<file path="src/drive_terminal_cfg.svh">
`ifndef DRIVE_TERMINAL_CFG_SVH
`define DRIVE_TERMINAL_CFG_SVH

// ----------------------------------------------------------------------
// Start mode setting values
// ----------------------------------------------------------------------
`define START_TWO_WIRE_MAX 14'h0064
`define START_DECEL_CODE 14'h270F
`define START_FR_MIN 14'h03E8
`define START_FR_MAX 14'h044C
`define START_FR_DECEL_CODE 14'h22B8

// ----------------------------------------------------------------------
// Terminal selection codes
// ----------------------------------------------------------------------
`define SEL_CODE_W 14
`define SEL_NO_FUNCTION 14'h270F
`define SEL_NEG_OFFSET 14'h0064
`define SEL_NEG_LIMIT 14'h00C8
`define SEL_OD1_RESET 14'h0000
`define SEL_OD2_RESET 14'h0004
`define SEL_RELAY_RESET 14'h0063
`define SEL_TGT_OD1 2'h0
`define SEL_TGT_OD2 2'h1
`define SEL_TGT_RELAY 2'h2

// ----------------------------------------------------------------------
// Condition codes (positive form)
// ----------------------------------------------------------------------
`define C_RUNNING 0
`define C_SPEED_ARRIVED 1
`define C_OVERLOAD 3
`define C_FREQ_DETECT 4
`define C_REGEN_PREWARN 7
`define C_THERMAL_PREWARN 8
`define C_READY 11
`define C_OVERCURRENT 12
`define C_LOW_CURRENT 13
`define C_FEEDBACK_LOW 14
`define C_FEEDBACK_HIGH 15
`define C_PID_FORWARD 16
`define C_BRAKE_RELEASE 20
`define C_FAN_FAULT 25
`define C_HEATSINK_WARN 26
`define C_POWERLOSS 46
`define C_PID_ACTIVE 47
`define C_REATTEMPT 64
`define C_LIFE_ALARM 90
`define C_FAULT3 91
`define C_CURRENT_AVG 93
`define C_MAINT_TIMER 95
`define C_REMOTE 96
`define C_ALARM 98
`define C_FAULT_TRIP 99
`define COND_COUNT 100

// ----------------------------------------------------------------------
// Levels and timing
// ----------------------------------------------------------------------
`define PREWARN_PCT 7'h55
`define FULL_PCT 7'h64
`define DETECT_TIME_UNIT_US 1000
`define CLK_MHZ 250
`define DETECT_TICK_CYCLES (`DETECT_TIME_UNIT_US * `CLK_MHZ)

`endif

</file>
<file path="src/drive_terminal_pkg.sv">
package drive_terminal_pkg;

  // Decoded rotation command
  typedef enum logic [1:0] {
    CMD_STOP,
    CMD_FORWARD,
    CMD_REVERSE
  } start_cmd_type;

  // Meaning of the two start inputs
  typedef enum logic {
    MODE_DIRECTIONAL,
    MODE_START_DIR
  } start_mode_type;

endpackage

</file>
<file path="src/drive_terminal_signal_select.sv">
`timescale 1ns/1ps
`include "drive_terminal_cfg.svh"

module drive_terminal_signal_select #(
  parameter int DETECT_TICK = `DETECT_TICK_CYCLES
) (
  // Clock and reset
  input wire logic mclk_i,
  input wire logic reset_n_i,
  // Start inputs
  input wire logic forward_start_in_i,
  input wire logic reverse_start_in_i,
  input wire logic stop_hold_in_i,
  input wire logic inching_in_i,
  input wire logic output_shutoff_in_i,
  input wire logic [13:0] start_mode_setting_i,
  // Selection write port
  input wire logic sel_write_i,
  input wire logic [1:0] sel_target_i,
  input wire logic [13:0] sel_code_i,
  // Frequency status
  input wire logic operating_i,
  input wire logic reverse_rotation_i,
  input wire logic [15:0] out_freq_i,
  input wire logic [15:0] set_freq_i,
  input wire logic [15:0] starting_frequency_i,
  input wire logic [15:0] detect_freq_fwd_i,
  input wire logic [15:0] detect_freq_rev_i,
  // Load and thermal status
  input wire logic stall_active_i,
  input wire logic [15:0] regen_duty_i,
  input wire logic [15:0] regen_duty_limit_i,
  input wire logic [15:0] thermal_value_i,
  input wire logic [15:0] thermal_trip_i,
  input wire logic [15:0] heatsink_temp_i,
  input wire logic [15:0] heatsink_trip_i,
  // Current detection
  input wire logic [15:0] out_current_i,
  input wire logic [15:0] high_current_level_i,
  input wire logic [15:0] high_current_time_i,
  input wire logic [15:0] low_current_level_i,
  input wire logic [15:0] low_current_time_i,
  // PID status
  input wire logic pid_active_i,
  input wire logic pid_forward_i,
  input wire logic [15:0] pid_feedback_i,
  input wire logic [15:0] pid_low_limit_i,
  input wire logic [15:0] pid_high_limit_i,
  // Other events
  input wire logic brake_release_req_i,
  input wire logic fan_fault_i,
  input wire logic powerloss_decel_i,
  input wire logic powerloss_release_i,
  input wire logic reattempt_active_i,
  input wire logic fault_event_i,
  input wire logic fault_reset_i,
  input wire logic life_alarm_i,
  input wire logic fault3_i,
  input wire logic current_avg_pulse_i,
  input wire logic maint_timer_i,
  input wire logic remote_out_i,
  input wire logic alarm_i,
  // Rotation command
  output logic forward_run_o,
  output logic reverse_run_o,
  // Terminals
  output logic od1_out_o,
  output logic od1_oe_n_o,
  output logic od2_out_o,
  output logic od2_oe_n_o,
  output logic relay_closed_o,
  // Selection readback
  output logic [13:0] od1_select_o,
  output logic [13:0] od2_select_o,
  output logic [13:0] relay_select_o,
  output logic sel_reject_o
);

  // --------------------------------------------------------------------
  // Helpers
  // --------------------------------------------------------------------

  // Value has reached the given percentage of its limit
  function automatic logic pct_reached(input logic [15:0] value,
                                       input logic [15:0] limit,
                                       input logic [6:0] pct);
    logic [23:0] lhs;
    logic [23:0] rhs;
    lhs = 24'(value) * 24'(`FULL_PCT);
    rhs = 24'(limit) * 24'(pct);
    pct_reached = (lhs >= rhs);
  endfunction

  // Code is one of the listed selections for a terminal
  function automatic logic code_valid(input logic [13:0] code,
                                      input logic relay);
    logic [13:0] b;
    b = code;
    code_valid = 1'b0;
    if (code == `SEL_NO_FUNCTION) begin
      code_valid = 1'b1;
    end else if (code < `SEL_NEG_LIMIT) begin
      if (code >= `SEL_NEG_OFFSET) begin
        b = code - `SEL_NEG_OFFSET;
      end
      unique case (b)
        14'h0000, 14'h0001, 14'h0003, 14'h0004, 14'h0007, 14'h0008,
        14'h000B, 14'h000C, 14'h000D, 14'h000E, 14'h000F, 14'h0010,
        14'h0014, 14'h0019, 14'h001A, 14'h002E, 14'h002F, 14'h0040,
        14'h005A, 14'h005B, 14'h005F, 14'h0060, 14'h0062,
        14'h0063: code_valid = 1'b1;
        14'h005D: code_valid = !relay;
        default: code_valid = 1'b0;
      endcase
    end
  endfunction

  // --------------------------------------------------------------------
  // Reset release
  // --------------------------------------------------------------------

  logic rst_sync1_reg;
  logic rst_n;

  // Two stages so release never lands near a clock edge
  always_ff @(posedge mclk_i or negedge reset_n_i) begin
    if (!reset_n_i) begin
      rst_sync1_reg <= 1'b0;
      rst_n <= 1'b0;
    end else begin
      rst_sync1_reg <= 1'b1;
      rst_n <= rst_sync1_reg;
    end
  end

  // --------------------------------------------------------------------
  // Start decode
  // --------------------------------------------------------------------

  drive_terminal_pkg::start_mode_type mode;
  drive_terminal_pkg::start_cmd_type level_cmd;
  drive_terminal_pkg::start_cmd_type cmd_next;
  logic three_wire;
  logic hold_reg;
  logic hold_rev_reg;
  logic start_pressed;

  // Unlisted mode settings fall back to directional decode
  always_comb begin
    if ((start_mode_setting_i >= `START_FR_MIN &&
         start_mode_setting_i <= `START_FR_MAX) ||
        start_mode_setting_i == `START_FR_DECEL_CODE) begin
      mode = drive_terminal_pkg::MODE_START_DIR;
    end else begin
      mode = drive_terminal_pkg::MODE_DIRECTIONAL;
    end
  end

  // Command from the input levels alone
  always_comb begin
    level_cmd = drive_terminal_pkg::CMD_STOP;
    if (mode == drive_terminal_pkg::MODE_DIRECTIONAL) begin
      if (forward_start_in_i && !reverse_start_in_i) begin
        level_cmd = drive_terminal_pkg::CMD_FORWARD;
      end else if (reverse_start_in_i && !forward_start_in_i) begin
        level_cmd = drive_terminal_pkg::CMD_REVERSE;
      end
    end else if (forward_start_in_i) begin
      level_cmd = reverse_start_in_i ? drive_terminal_pkg::CMD_REVERSE :
                                       drive_terminal_pkg::CMD_FORWARD;
    end
  end

  // Jog disables the stop input, so self-holding is off meanwhile
  assign three_wire = stop_hold_in_i && !inching_in_i;
  assign start_pressed = (mode == drive_terminal_pkg::MODE_DIRECTIONAL) ?
                         (forward_start_in_i || reverse_start_in_i) :
                         forward_start_in_i;

  // Self-holding latch; shutoff is deliberately not a clear term
  always_ff @(posedge mclk_i or negedge rst_n) begin
    if (!rst_n) begin
      hold_reg <= 1'b0;
      hold_rev_reg <= 1'b0;
    end else if (!inching_in_i) begin
      if (!stop_hold_in_i) begin
        hold_reg <= 1'b0;
      end else if (start_pressed && level_cmd !=
                   drive_terminal_pkg::CMD_STOP) begin
        hold_reg <= 1'b1;
        hold_rev_reg <= (level_cmd == drive_terminal_pkg::CMD_REVERSE);
      end
    end
  end

  // Held direction wins while the latch is set outside jog; shutoff wins over both
  always_comb begin
    cmd_next = level_cmd;
    if (three_wire && hold_reg) begin
      cmd_next = hold_rev_reg ? drive_terminal_pkg::CMD_REVERSE :
                                drive_terminal_pkg::CMD_FORWARD;
    end
    if (output_shutoff_in_i) begin
      cmd_next = drive_terminal_pkg::CMD_STOP;
    end
  end

  // Registered rotation command
  always_ff @(posedge mclk_i or negedge rst_n) begin
    if (!rst_n) begin
      forward_run_o <= 1'b0;
      reverse_run_o <= 1'b0;
    end else begin
      forward_run_o <= (cmd_next == drive_terminal_pkg::CMD_FORWARD);
      reverse_run_o <= (cmd_next == drive_terminal_pkg::CMD_REVERSE);
    end
  end

  // --------------------------------------------------------------------
  // Terminal selections
  // --------------------------------------------------------------------

  logic [13:0] od1_sel_reg;
  logic [13:0] od2_sel_reg;
  logic [13:0] relay_sel_reg;
  logic write_ok;

  // Target 3 is not a terminal and is refused like a bad code
  always_comb begin
    unique case (sel_target_i)
      `SEL_TGT_OD1: write_ok = code_valid(sel_code_i, 1'b0);
      `SEL_TGT_OD2: write_ok = code_valid(sel_code_i, 1'b0);
      `SEL_TGT_RELAY: write_ok = code_valid(sel_code_i, 1'b1);
      default: write_ok = 1'b0;
    endcase
  end

  // No cross-check between terminals: duplicates are legal
  always_ff @(posedge mclk_i or negedge rst_n) begin
    if (!rst_n) begin
      od1_sel_reg <= `SEL_OD1_RESET;
      od2_sel_reg <= `SEL_OD2_RESET;
      relay_sel_reg <= `SEL_RELAY_RESET;
      sel_reject_o <= 1'b0;
    end else begin
      sel_reject_o <= sel_write_i && !write_ok;
      if (sel_write_i && write_ok) begin
        if (sel_target_i == `SEL_TGT_OD1) begin
          od1_sel_reg <= sel_code_i;
        end
        if (sel_target_i == `SEL_TGT_OD2) begin
          od2_sel_reg <= sel_code_i;
        end
        if (sel_target_i == `SEL_TGT_RELAY) begin
          relay_sel_reg <= sel_code_i;
        end
      end
    end
  end

  assign od1_select_o = od1_sel_reg;
  assign od2_select_o = od2_sel_reg;
  assign relay_select_o = relay_sel_reg;

  // --------------------------------------------------------------------
  // Held flags and detection timers
  // --------------------------------------------------------------------

  logic ready_reg;
  logic powerloss_reg;
  logic fault_reg;
  logic [17:0] tick_cnt_reg;
  logic tick;
  logic [15:0] high_cnt_reg;
  logic [15:0] low_cnt_reg;
  logic high_flag;
  logic low_flag;

  // Sticky flags; a new event beats a simultaneous release
  always_ff @(posedge mclk_i or negedge rst_n) begin
    if (!rst_n) begin
      ready_reg <= 1'b0;
      powerloss_reg <= 1'b0;
      fault_reg <= 1'b0;
    end else begin
      ready_reg <= 1'b1;
      if (powerloss_decel_i) begin
        powerloss_reg <= 1'b1;
      end else if (powerloss_release_i) begin
        powerloss_reg <= 1'b0;
      end
      if (fault_event_i) begin
        fault_reg <= 1'b1;
      end else if (fault_reset_i) begin
        fault_reg <= 1'b0;
      end
    end
  end

  // Time base for the current detection settings
  always_ff @(posedge mclk_i or negedge rst_n) begin
    if (!rst_n) begin
      tick_cnt_reg <= 18'h00000;
    end else if (tick) begin
      tick_cnt_reg <= 18'h00000;
    end else begin
      tick_cnt_reg <= tick_cnt_reg + 18'h00001;
    end
  end

  assign tick = (tick_cnt_reg == 18'(DETECT_TICK - 1));

  // Counters saturate so a long level cannot wrap back under the setting
  always_ff @(posedge mclk_i or negedge rst_n) begin
    if (!rst_n) begin
      high_cnt_reg <= 16'h0000;
    end else if (out_current_i <= high_current_level_i) begin
      high_cnt_reg <= 16'h0000;
    end else if (tick && high_cnt_reg != 16'hFFFF) begin
      high_cnt_reg <= high_cnt_reg + 16'h0001;
    end
  end

  always_ff @(posedge mclk_i or negedge rst_n) begin
    if (!rst_n) begin
      low_cnt_reg <= 16'h0000;
    end else if (out_current_i >= low_current_level_i) begin
      low_cnt_reg <= 16'h0000;
    end else if (tick && low_cnt_reg != 16'hFFFF) begin
      low_cnt_reg <= low_cnt_reg + 16'h0001;
    end
  end

  assign high_flag = (high_cnt_reg > high_current_time_i);
  assign low_flag = (low_cnt_reg > low_current_time_i);

  // --------------------------------------------------------------------
  // Condition vector
  // --------------------------------------------------------------------

  logic [`COND_COUNT-1:0] cond_vec;
  logic [15:0] detect_level;

  assign detect_level = reverse_rotation_i ? detect_freq_rev_i :
                                             detect_freq_fwd_i;

  // One bit per positive code; unused codes stay false
  always_comb begin
    cond_vec = '0;
    cond_vec[`C_RUNNING] = operating_i &&
                           out_freq_i >= starting_frequency_i;
    cond_vec[`C_SPEED_ARRIVED] = operating_i &&
                                 out_freq_i == set_freq_i;
    cond_vec[`C_OVERLOAD] = stall_active_i;
    cond_vec[`C_FREQ_DETECT] = out_freq_i >= detect_level;
    cond_vec[`C_REGEN_PREWARN] = pct_reached(regen_duty_i,
      regen_duty_limit_i, `PREWARN_PCT);
    cond_vec[`C_THERMAL_PREWARN] = pct_reached(thermal_value_i,
      thermal_trip_i, `PREWARN_PCT);
    cond_vec[`C_READY] = ready_reg && !fault_reg &&
                         !output_shutoff_in_i;
    cond_vec[`C_OVERCURRENT] = high_flag;
    cond_vec[`C_LOW_CURRENT] = low_flag;
    cond_vec[`C_FEEDBACK_LOW] = pid_active_i &&
                                pid_feedback_i < pid_low_limit_i;
    cond_vec[`C_FEEDBACK_HIGH] = pid_active_i &&
                                 pid_feedback_i > pid_high_limit_i;
    cond_vec[`C_PID_FORWARD] = pid_active_i && pid_forward_i;
    cond_vec[`C_BRAKE_RELEASE] = brake_release_req_i;
    cond_vec[`C_FAN_FAULT] = fan_fault_i;
    cond_vec[`C_HEATSINK_WARN] = pct_reached(heatsink_temp_i,
      heatsink_trip_i, `PREWARN_PCT);
    cond_vec[`C_POWERLOSS] = powerloss_reg;
    cond_vec[`C_PID_ACTIVE] = pid_active_i;
    cond_vec[`C_REATTEMPT] = reattempt_active_i;
    cond_vec[`C_LIFE_ALARM] = life_alarm_i;
    cond_vec[`C_FAULT3] = fault3_i;
    cond_vec[`C_CURRENT_AVG] = current_avg_pulse_i;
    cond_vec[`C_MAINT_TIMER] = maint_timer_i;
    cond_vec[`C_REMOTE] = remote_out_i;
    cond_vec[`C_ALARM] = alarm_i;
    cond_vec[`C_FAULT_TRIP] = fault_reg;
  end

  // --------------------------------------------------------------------
  // Terminal drivers
  // --------------------------------------------------------------------

  logic od1_conduct;
  logic od2_conduct;
  logic relay_conduct;

  terminal_cond_mux od1_mux (
    .code_i(od1_sel_reg),
    .cond_vec_i(cond_vec),
    .conduct_o(od1_conduct)
  );

  terminal_cond_mux od2_mux (
    .code_i(od2_sel_reg),
    .cond_vec_i(cond_vec),
    .conduct_o(od2_conduct)
  );

  terminal_cond_mux relay_mux (
    .code_i(relay_sel_reg),
    .cond_vec_i(cond_vec),
    .conduct_o(relay_conduct)
  );

  // Open collector pulls low when conducting, enable is active low
  always_ff @(posedge mclk_i or negedge rst_n) begin
    if (!rst_n) begin
      od1_out_o <= 1'b0;
      od1_oe_n_o <= 1'b1;
      od2_out_o <= 1'b0;
      od2_oe_n_o <= 1'b1;
      relay_closed_o <= 1'b0;
    end else begin
      od1_out_o <= 1'b0;
      od1_oe_n_o <= !od1_conduct;
      od2_out_o <= 1'b0;
      od2_oe_n_o <= !od2_conduct;
      relay_closed_o <= relay_conduct;
    end
  end

endmodule

</file>
<file path="src/terminal_cond_mux.sv">
`timescale 1ns/1ps
`include "drive_terminal_cfg.svh"

// Picks one status condition and applies the polarity of the code
module terminal_cond_mux (
  // Selection
  input wire logic [`SEL_CODE_W-1:0] code_i,
  // Conditions indexed by positive code
  input wire logic [`COND_COUNT-1:0] cond_vec_i,
  // Terminal state
  output logic conduct_o
);

  logic [`SEL_CODE_W-1:0] base;
  logic invert;
  logic cond;

  // Codes in the upper hundred select the same condition inverted
  always_comb begin
    invert = 1'b0;
    base = code_i;
    cond = 1'b0;
    if (code_i >= `SEL_NEG_OFFSET && code_i < `SEL_NEG_LIMIT) begin
      invert = 1'b1;
      base = code_i - `SEL_NEG_OFFSET;
    end
    if (base < `SEL_NEG_OFFSET) begin
      cond = cond_vec_i[base[6:0]];
    end
    // True condition conducts for positive codes only
    conduct_o = cond ^ invert;
  end

endmodule

</file>
<file path="config.mk">
export PLATFORM = sky130hd
export DESIGN_NAME = drive_terminal_signal_select
export DESIGN_NICKNAME = d
export VERILOG_FILES = /design/src/drive_terminal_pkg.sv /design/src/drive_terminal_signal_select.sv /design/src/terminal_cond_mux.sv
export VERILOG_INCLUDE_DIRS = /design/src
export SDC_FILE = /design/constraint.sdc
export NUM_CORES = 1
export LEC_CHECK = 0
export CAP_MARGIN = 15
export CORE_MARGIN = 1
export CORE_UTILIZATION = 60
export DETAILED_ROUTE_END_ITERATION = 8
export DONT_BUFFER_PORTS = 1
export PLACE_DENSITY = 0.79
export SYNTH_ARGS = -nofsm -noshare
export SYNTH_HDL_FRONTEND = slang
export SYNTH_SLANG_ARGS = --single-unit
export TNS_END_PERCENT = 20
</file>
<file path="constraint.sdc">
create_clock -name mclk_i -period 2.8 [get_ports mclk_i]
set_input_delay 0.56 -clock mclk_i [delete_from_list [all_inputs] [get_ports mclk_i]]
set_output_delay 0.56 -clock mclk_i [all_outputs]
set_load 0.02 [all_outputs]
</file>
==> Yosys cells after proc, flatten, opt, wreduce, memory -nomap -nowiden <==
Index checks and enable logic that the tools add are counted.
Widths: inputs -> output; s select.
{ "totals": {"reg_bits": 105, "out_inout_bits": 50} }
{ "classes": {"magnitude_cmp": 27, "bitwise_logic": 4, "reduce_logical": 47, "n_mux": 53, "n_eq_ne": 83, "addsub": 7, "multipliers": 6} }
{ "op_table": {"columns": ["op", "count"], "rows": [
  ["$eq 14x7->1 const B", 23],
  ["$eq 14x4->1 const B", 18],
  ["$eq 14x5->1 const B", 12],
  ["$mux 14", 9],
  ["$eq 14x3->1 const B", 6],
  ["$eq 14x6->1 const B", 6],
  ["$mux 16", 5],
  ["$ge 23x23->1", 3],
  ["$mul 16x7->23 const B", 3],
  ["$mul 16x5->21 const B", 3],
  ["$ge 14x7->1 const B", 4],
  ["$lt 14x8->1 const B", 4],
  ["$sub 14x7->14 const B", 4],
  ["$reduce_or 25->1", 2],
  ["$ge 16x16->1", 3],
  ["$gt 16x16->1", 3],
  ["$eq 14x1->1 const B", 3],
  ["$eq 14x2->1 const B", 3],
  ["$logic_not 14->1", 3],
  ["$lt 14x7->1 const B", 3],
  ["$add 16x1->16 const B", 2],
  ["$ne 16x16->1 const B", 2],
  ["$eq 14x14->1 const B", 2],
  ["$mux 1", 26],
  ["25 further kinds", 75]
]} }

==> Depth between registers and ports, before layout <==
Gate-level depths: netlist of the first run.
{ "logic_depth": {"ltp_word": 13, "ltp_mapped": 28} }

==> Hierarchy <==
From an unflattened synthesis of the first run, not the netlist that was laid out.
{ "hier_totals": {"hier_cells": 2884, "area_unflattened_um2": 25583.3} }
{ "modules_own_cells": {"columns": ["module", "area_each_um2", "seq_area_each_um2", "cells_per_inst", "instances"], "rows": [
  ["drive_terminal_signal_select", 20235.7, 2636.3, 2293, 1],
  ["terminal_cond_mux at od1_mux ...", 1784.2, 0.0, 197, 2],
  ["terminal_cond_mux at relay_mux", 1779.2, 0.0, 197, 1]
]} }

==> Worst setup path before layout of the first run <==
No wires, ideal clock.
{ "synth_path": {"kind": "input to register", "startpoint": "input heatsink_trip_i[3]", "endpoint": "register od2_oe_n_o", "path_stages": 24, "path_slack_ns": -3.537, "arrival_ns": 6.246, "n_path_buf": 0, "path_cell_list": "ha_1 > fa_1 > ha_1 > inv_1 > fa_1 > inv_1 > ha_1 > or3_1 > o31ai_1 > o21ai_0 > o41a_1 > a41o_1 > o41ai_1 > xor2_1 > ha_1 > o2111ai_1 > nor4_1 > o221ai_1 > a311oi_1 > o211ai_1 > a41o_1 > a311oi_2 > o31ai_1 > xor2_1"} }
{ "synth_via": {"elab_chain_len": 7} }
{ "synth_rtl": {"columns": ["item", "line", "source"], "rows": [
  ["start: declaration", "drive_terminal_signal_select.sv:36", "input wire logic [15:0] heatsink_trip_i,"],
  ["$mul 16x7->23", "drive_terminal_signal_select.sv:90", "rhs = 24'(limit) * 24'(pct);"],
  ["$ge 23x23->1", "drive_terminal_signal_select.sv:91", "pct_reached = (lhs >= rhs);"],
  ["$bmux 1 s7", "terminal_cond_mux.sv:28", "cond = cond_vec_i[base[6:0]];"],
  ["$mux 1 (not written as such)", "terminal_cond_mux.sv:28", null],
  ["$mux 1", "terminal_cond_mux.sv:27", "if (base < `SEL_NEG_OFFSET) begin"],
  ["$xor 1x1->1", "terminal_cond_mux.sv:31", "conduct_o = cond ^ invert;"],
  ["$logic_not 1->1", "drive_terminal_signal_select.sv:423", "od2_oe_n_o <= !od2_conduct;"],
  ["end signal: assignment", "drive_terminal_signal_select.sv:423", null],
  ["end: declaration", "drive_terminal_signal_select.sv:70", "output logic od2_oe_n_o,"]
]} }
No other way between the ends. The select of a mux whose other input is x is not followed.
A chain may end at the register's enable or synchronous reset.

==> Worst setup path after layout of the first run <==
Same ends and word-level chain as after synthesis.

==> out/results.ini, run 1 <==
[routing]
wire_per_inst_um = 17.8
firstDrtPassIters = 7
drt-initial-drc-count = 929
wirelength_mm = 64.3
postRouteAntennaNets = 0
vias = 21200
drt-vias-per-instance = 5.87
drcViolationCount = 0

[final_layout]
final_common_cell = ha_1
final_cell_mix = ha_1, inv_1, buf_4
largest_reg_flops = 18
syn_to_final_growth_pct = 18.8
drive_gt1_share_pct = 18.2
final_nets = 4089
fin_area_mm2 = 0.0271
fillers = 2928
final_cell_count_no_fill = 3616

[place]
post_dp_cell_area_mm2 = 0.0264
hpwl_mm = 55.5
gp_congestion = 0.948
port_buffers = 0
dp_cells = 3579

[floorplan]
rows = 71
die_width_um = 197
die-area_mm2 = 0.0387
io_pins = 410
die_y_um = 197
start_util_pct = 60.8
core-area_mm2 = 0.0375

[grt]
grt_pass1_vias = 22100
grtUsageMet1_pct = 36.3
grt_start_max_net_pins = 48
grt_use_met3_pct = 8.73
grt_pass1_wl_mm = 104
use_met2_pct = 58.8
overflow = 0
grt_util_all_layers_pct = 32.7
antenna_found_initial = 3
grt.busiest_layer = met2

[synth]
yosys_warnings = 0
synth-main-ff-cell = dfrtp_1
yosys_register_bits = 105
yosys.cell_types.count = 94
synth_edf_count = 0
avgSynthCellArea_um2 = 8.37
ys_async_sr_fraction_pct = 100
ys_seq_area_share_pct = 11.6
synth_area_mm2 = 0.0228
syn_inst = 2721

[critical_path]
start_kind = input pin
slowest_delay_ns = 0.49
cp_max_fo = 3
cp-end-kind = register
crit_type = input pin to register
cp.arrival_ns = 6.26
slowest_stage = fa_1
worst_ep_required_time_ns = 3.09
cp_common_cell = inv_2

[timing]
worst_slack_ns = -3.17
finClkSkew_ns = 0.0112
setup_viol = 43
hold_slack_ns = 0.255
period_needed_ns = 5.97
relSlewSlack_pct = 56.1
post-route-period-util_pct = 213
hold_viol = 0
tns_ns = -14.20
rsz0062_at_grt = true
maxSlewViolCount = 0
fmax_mhz = 167
tightest_slew_ns = 0.658

[clock_tree]
htreeDepth = 3
clkSlewWorstSetupHoldPaths_ns = 0.07
cts-root-buf = clkbuf_16
clockBufferDepth = 2
clk_latency_ns = 0.36
cts.sinks = 105
numCtsBuffers = 9
cts_tree = yes

[run]
cap_violations = 0

[power]
p_leak_nw = 14.5
cellPowerDensity_mw_per_mm2 = 506
total_power_mw = 13.7
ir_worst_vdd_mv = 0.341

[hold_path]
hold_path.class = input pin to register

[status]
failed_checks = negative setup slack
status = finished with violations

## metal layers
layer  part of all wire (%)  vias up
li1                       -    10300
met1                     39    10000
met2                     49      685
met3                    7.7      187
met4                    4.2        0
met5                      0        -
## synth_stat cells (12+ instances only)
library cell / count / area share (%)
xor2_1: 82 / 3.2
nand3_1: 86 / 1.9
o2111ai_1: 19 / 0.73
mux2i_1: 37 / 1.6
nor2_1: 132 / 2.2
nor4_1: 15 / 0.41
nand2b_1: 40 / 1.1
a211o_1: 16 / 0.62
a211oi_1: 24 / 0.79
or4_1: 18 / 0.59
xnor2_1: 77 / 3.0
o31ai_1: 18 / 0.59
nand2_1: 160 / 2.6
o21a_1: 17 / 0.56
o21bai_1: 13 / 0.43
mux2_2: 32 / 1.6
o21ai_0: 97 / 2.1
fa_1: 105 / 9.2
dfrtp_1: 98 / 11
or3_1: 12 / 0.33
clkbuf_1: 38 / 0.63
a31oi_1: 16 / 0.44
o211ai_1: 28 / 0.92
nor2b_1: 26 / 0.71
a21o_1: 42 / 1.4
nand4_1: 34 / 0.93
inv_1: 481 / 7.9
and3_1: 23 / 0.63
and2_1: 23 / 0.63
ha_1: 527 / 29
a21oi_1: 145 / 3.2
nor3_1: 51 / 1.1
## critical path, delay by kind of cell
kind | cells | cell delay [ns]
fa+ha+maj | 6 | 1.86
simple gates | 2 | 0.68
xor+xnor | 2 | 0.28
buf+inv | 4 | 0.23
compound gates | 13 | 2.64
## cell type report
type	instances	area [µm²]	share of cell area, %
clock inverters	5	63.8	0.236
multi-input cells	2086	18500	68.3
clock buffers	11	233	0.860
repair buffers	413	3170	11.7
inverters	482	1820	6.72
flip-flops and latches	105	2640	9.76
diodes	3	7.51	0.0277
well taps	511	639	2.36
## worst paths after layout
kind	start	to	slack [ns]	cells past startpoint
worst min register to register	rst_sync1_reg$_DFF_PN0_	rst_n$_DFF_PN0_	0.35	0
min in group asynchronous	rst_n$_DFF_PN0_	od2_select_o[9]$_DFFE_PN0P_	0.38	0
worst min-delay path	output_shutoff_in_i	forward_run_o$_DFF_PN0_	0.26	1
worst max-delay path	heatsink_trip_i[3]	od2_oe_n_o$_DFF_PN1_	-3.17	27
max in group asynchronous	rst_n$_DFF_PN0_	od2_select_o[2]$_DFFE_PN1P_	1.64	1
worst max register to register	od2_select_o[2]$_DFFE_PN1P_	od2_oe_n_o$_DFF_PN1_	-0.43	12
## stage by stage
stage,util [%],setup slack (ns)
floorplan,-,-3.24
global placement,70.4,-3.61
detailed placement,70.4,-3.74
CTS,71.7,-3.08
global route,72.2,-3.43
finish,72.2,-3.17
## logic make-up after synthesis
group,after synthesis,synth area share [%]
adders and majority gates,632,38.2
other,2,0.0330
DFF,105,11.6
muxes,77,3.75
AOI/OAI and AO/OA,545,16.3
xor gates and xnor gates,159,6.11
buffers and inverters,532,8.94
and+or+nand+nor,669,15.1
## what timing repair did
| action | in CTS | in global routing |
|---|---|---|
| pin swaps | 32 | 30 |
| setup endpoints to repair | 45 | 45 |
| gates cloned | 1 | 0 |
| hold buffers | 1 | 0 |
| endpoints found under the hold margin | 2 | 0 |
| resized for setup | 22 | 30 |
| setup buffers | 9 | 7 |
## power breakdown
group | leakage (nW) | internal [mW] | total [mW] | switching [mW]
logic | 13.0 | 5.39 | 10.8 | 5.45
registers | 1.38 | 1.53 | 1.56 | 0.0298
clock network | 0.140 | 0.701 | 1.28 | 0.583
Power figures use the tool's default switching activity.
==> inputs of run 2 (changes only) <==
--- a/config.mk
+++ b/config.mk
@@ -12,6 +12,7 @@
 export DETAILED_ROUTE_END_ITERATION = 8
 export DONT_BUFFER_PORTS = 1
 export PLACE_DENSITY = 0.79
+export RECOVER_POWER = 25
 export SYNTH_ARGS = -nofsm -noshare
 export SYNTH_HDL_FRONTEND = slang
 export SYNTH_SLANG_ARGS = --single-unit
==> run 2 against run 1 <==
Against the previous run: the run ends with max-capacitance violations, max-slew violations, negative setup slack left; core utilization hardly changed; sequential cell count stayed put; wire length is 0.16% lower; worst hold slack better by 0.00074 ns; critical path depth stayed put; sequential share of layout area hardly changed.
==> out/results.ini, run 2 (same netlist as run 1, synthesis figures left out) <==
[routing]
wire_per_inst_um = 17.8  ; about the same
drt-vias-per-instance = 5.87  ; about the same
drcViolationCount = 0  ; unchanged
drt-initial-drc-count = 886  ; was 929
vias = 21200  ; about the same
postRouteAntennaNets = 0  ; unchanged
wirelength_mm = 64.2  ; was 64.3 mm
firstDrtPassIters = 5  ; was 7

[grt]
grt_pass1_wl_mm = 104  ; unchanged
overflow = 0  ; unchanged
grt_start_max_net_pins = 48  ; unchanged
antenna_found_initial = 3  ; unchanged
grt_util_all_layers_pct = 32.7  ; unchanged
grt_pass1_vias = 22100  ; unchanged

[final_layout]
fillers = 2930  ; was 2928
final_common_cell = ha_1  ; unchanged
fin_area_mm2 = 0.0271  ; about the same
final_cell_mix = ha_1, inv_1, buf_4  ; unchanged
largest_reg_flops = 18  ; unchanged
final_nets = 4089  ; unchanged
multi_input_area_mm2 = 0.0185  ; unchanged
drive_gt1_share_pct = 18.2  ; about the same
seq_area_mm2 = 0.00264  ; about the same
syn_to_final_growth_pct = 18.8  ; about the same

[clock_tree]
cts_tree = yes  ; unchanged
cts-root-buf = clkbuf_16  ; unchanged
clk_latency_ns = 0.36  ; about the same
cts.sinks = 105  ; unchanged
numCtsBuffers = 9  ; unchanged
htreeDepth = 3  ; unchanged
clockBufferDepth = 2  ; unchanged
clkSlewWorstSetupHoldPaths_ns = 0.07  ; about the same

[timing]
setup_viol = 42  ; was 43
maxSlewViolCount = 47  ; was 0
relSlewSlack_pct = -36.3  ; was 56.1%
tightest_slew_ns = 2.04  ; was 0.658 ns
worst_slack_ns = -3.16  ; was -3.17 ns
period_needed_ns = 5.96  ; was 5.97 ns
finClkSkew_ns = 0.0120  ; was 0.0112 ns
hold_viol = 0  ; unchanged
tns_ns = -14.17  ; was -14.20 ns
fmax_mhz = 168  ; was 167 MHz
rsz0062_at_grt = true  ; unchanged
post-route-period-util_pct = 213  ; about the same

[hold_path]
hold_depth = 1  ; unchanged
hold_path.class = input pin to register  ; unchanged

[floorplan]
rows = 71  ; unchanged
die_width_um = 197  ; unchanged
die-area_mm2 = 0.0387  ; unchanged
io_pins = 410  ; unchanged
die_y_um = 197  ; unchanged
start_util_pct = 60.8  ; unchanged
core-area_mm2 = 0.0375  ; unchanged

[critical_path]
cp_max_fo = 3  ; unchanged
cp.arrival_ns = 6.25  ; was 6.26 ns
start_kind = input pin  ; unchanged
r2r_cells = 10  ; was 12
worst_ep_required_time_ns = 3.08  ; was 3.09 ns
crit_type = input pin to register  ; unchanged
r2r_slack_ns = -0.43  ; about the same
cp-end-kind = register  ; unchanged

[place]
hpwl_mm = 55.5  ; unchanged
gp_congestion = 0.948  ; unchanged
post_dp_cell_area_mm2 = 0.0264  ; unchanged
port_buffers = 0  ; unchanged

[power]
ir_worst_vdd_mv = 0.341  ; about the same
p_leak_nw = 14.5  ; about the same
cellPowerDensity_mw_per_mm2 = 506  ; about the same

[status]
failed_checks = max-capacitance violations, max-slew violations, negative setup slack  ; was negative setup slack
status = finished with violations  ; unchanged

[run]
cap_violations = 1  ; was 0

[run 2: stage by stage]
step           std cells  utilization [%]  total power, mW  setup slack [ns]  hold WS [ns]
2_1_floorplan       2723                -             8.41             -3.24         0.264
3_3_place_gp        3579             70.4             11.5             -3.61         0.264
3_5_place_dp        3579             70.4             12.0             -3.74         0.264
4_1_cts             3606             71.7             13.4             -3.08         0.249
5_1_grt             3616             72.2             15.1             -3.43         0.248
6_report            3616             72.2             13.7             -3.16         0.256
[run 2: report_power, final]
part	switching, mW	leakage (nW)	internal [mW]
Combinational	5.45	13.0	5.39
Sequential	0.0299	1.38	1.53
Clock	0.581	0.140	0.701
Total	6.06	14.5	7.62
[run 2: cell type report]
| type | instances | area share [%] |
|---|---|---|
| antenna | 3 | 0.0277 |
| clock inverter | 5 | 0.236 |
| clock buffer | 11 | 0.860 |
| timing repair buffer | 413 | 11.7 |
| tap | 511 | 2.36 |
| sequential | 105 | 9.74 |
| multi-input combinational | 2086 | 68.3 |
| inverter | 482 | 6.72 |
[run 2: path summary, 6_finish.rpt]
kind	end	start
max	od2_oe_n_o$_DFF_PN1_	heatsink_trip_i[3]
max in group asynchronous	od2_select_o[2]$_DFFE_PN1P_	rst_n$_DFF_PN0_
min reg2reg	rst_n$_DFF_PN0_	rst_sync1_reg$_DFF_PN0_
min	forward_run_o$_DFF_PN0_	output_shutoff_in_i
max reg2reg	od2_oe_n_o$_DFF_PN1_	od2_select_o[2]$_DFFE_PN1P_
min in group asynchronous	rst_sync1_reg$_DFF_PN0_	reset_n_i
[run 2: routing by layer]
layer,wire length (µm),vias up,track usage (%)
met2,31400,678,58.8
met5,0,-,0
met4,2780,0,13.6
met1,25000,10100,36.3
li1,-,10300,-
met3,4970,185,8.73
[run 2: timing repair]
item,in CTS,in global routing
setup buffers,9,7
hold endpoints to repair,2,0
gates cloned,1,0
resized for setup,22,30
pin swaps,32,30
hold buffers,1,0
setup endpoints to repair,45,45
[run 2: critical path, stage by stage]
cell       delay [ns]
ha_4             0.25
inv_2            0.04
fa_1             0.48
inv_2            0.11
ha_4             0.14
inv_2            0.04
fa_1             0.49
inv_1            0.04
ha_2             0.17
or3_4            0.35
o21a_1           0.23
o31ai_4          0.07
o21ai_2          0.08
o41a_1           0.34
a41o_1           0.28
o41ai_2          0.24
xor2_1           0.11
ha_1             0.33
o2111ai_2        0.15
nor4_2           0.33
o221ai_2         0.18
a311oi_2         0.35
o211ai_1         0.14
a41o_1           0.21
a311oi_2         0.23
o31ai_2          0.12
xor2_1           0.17
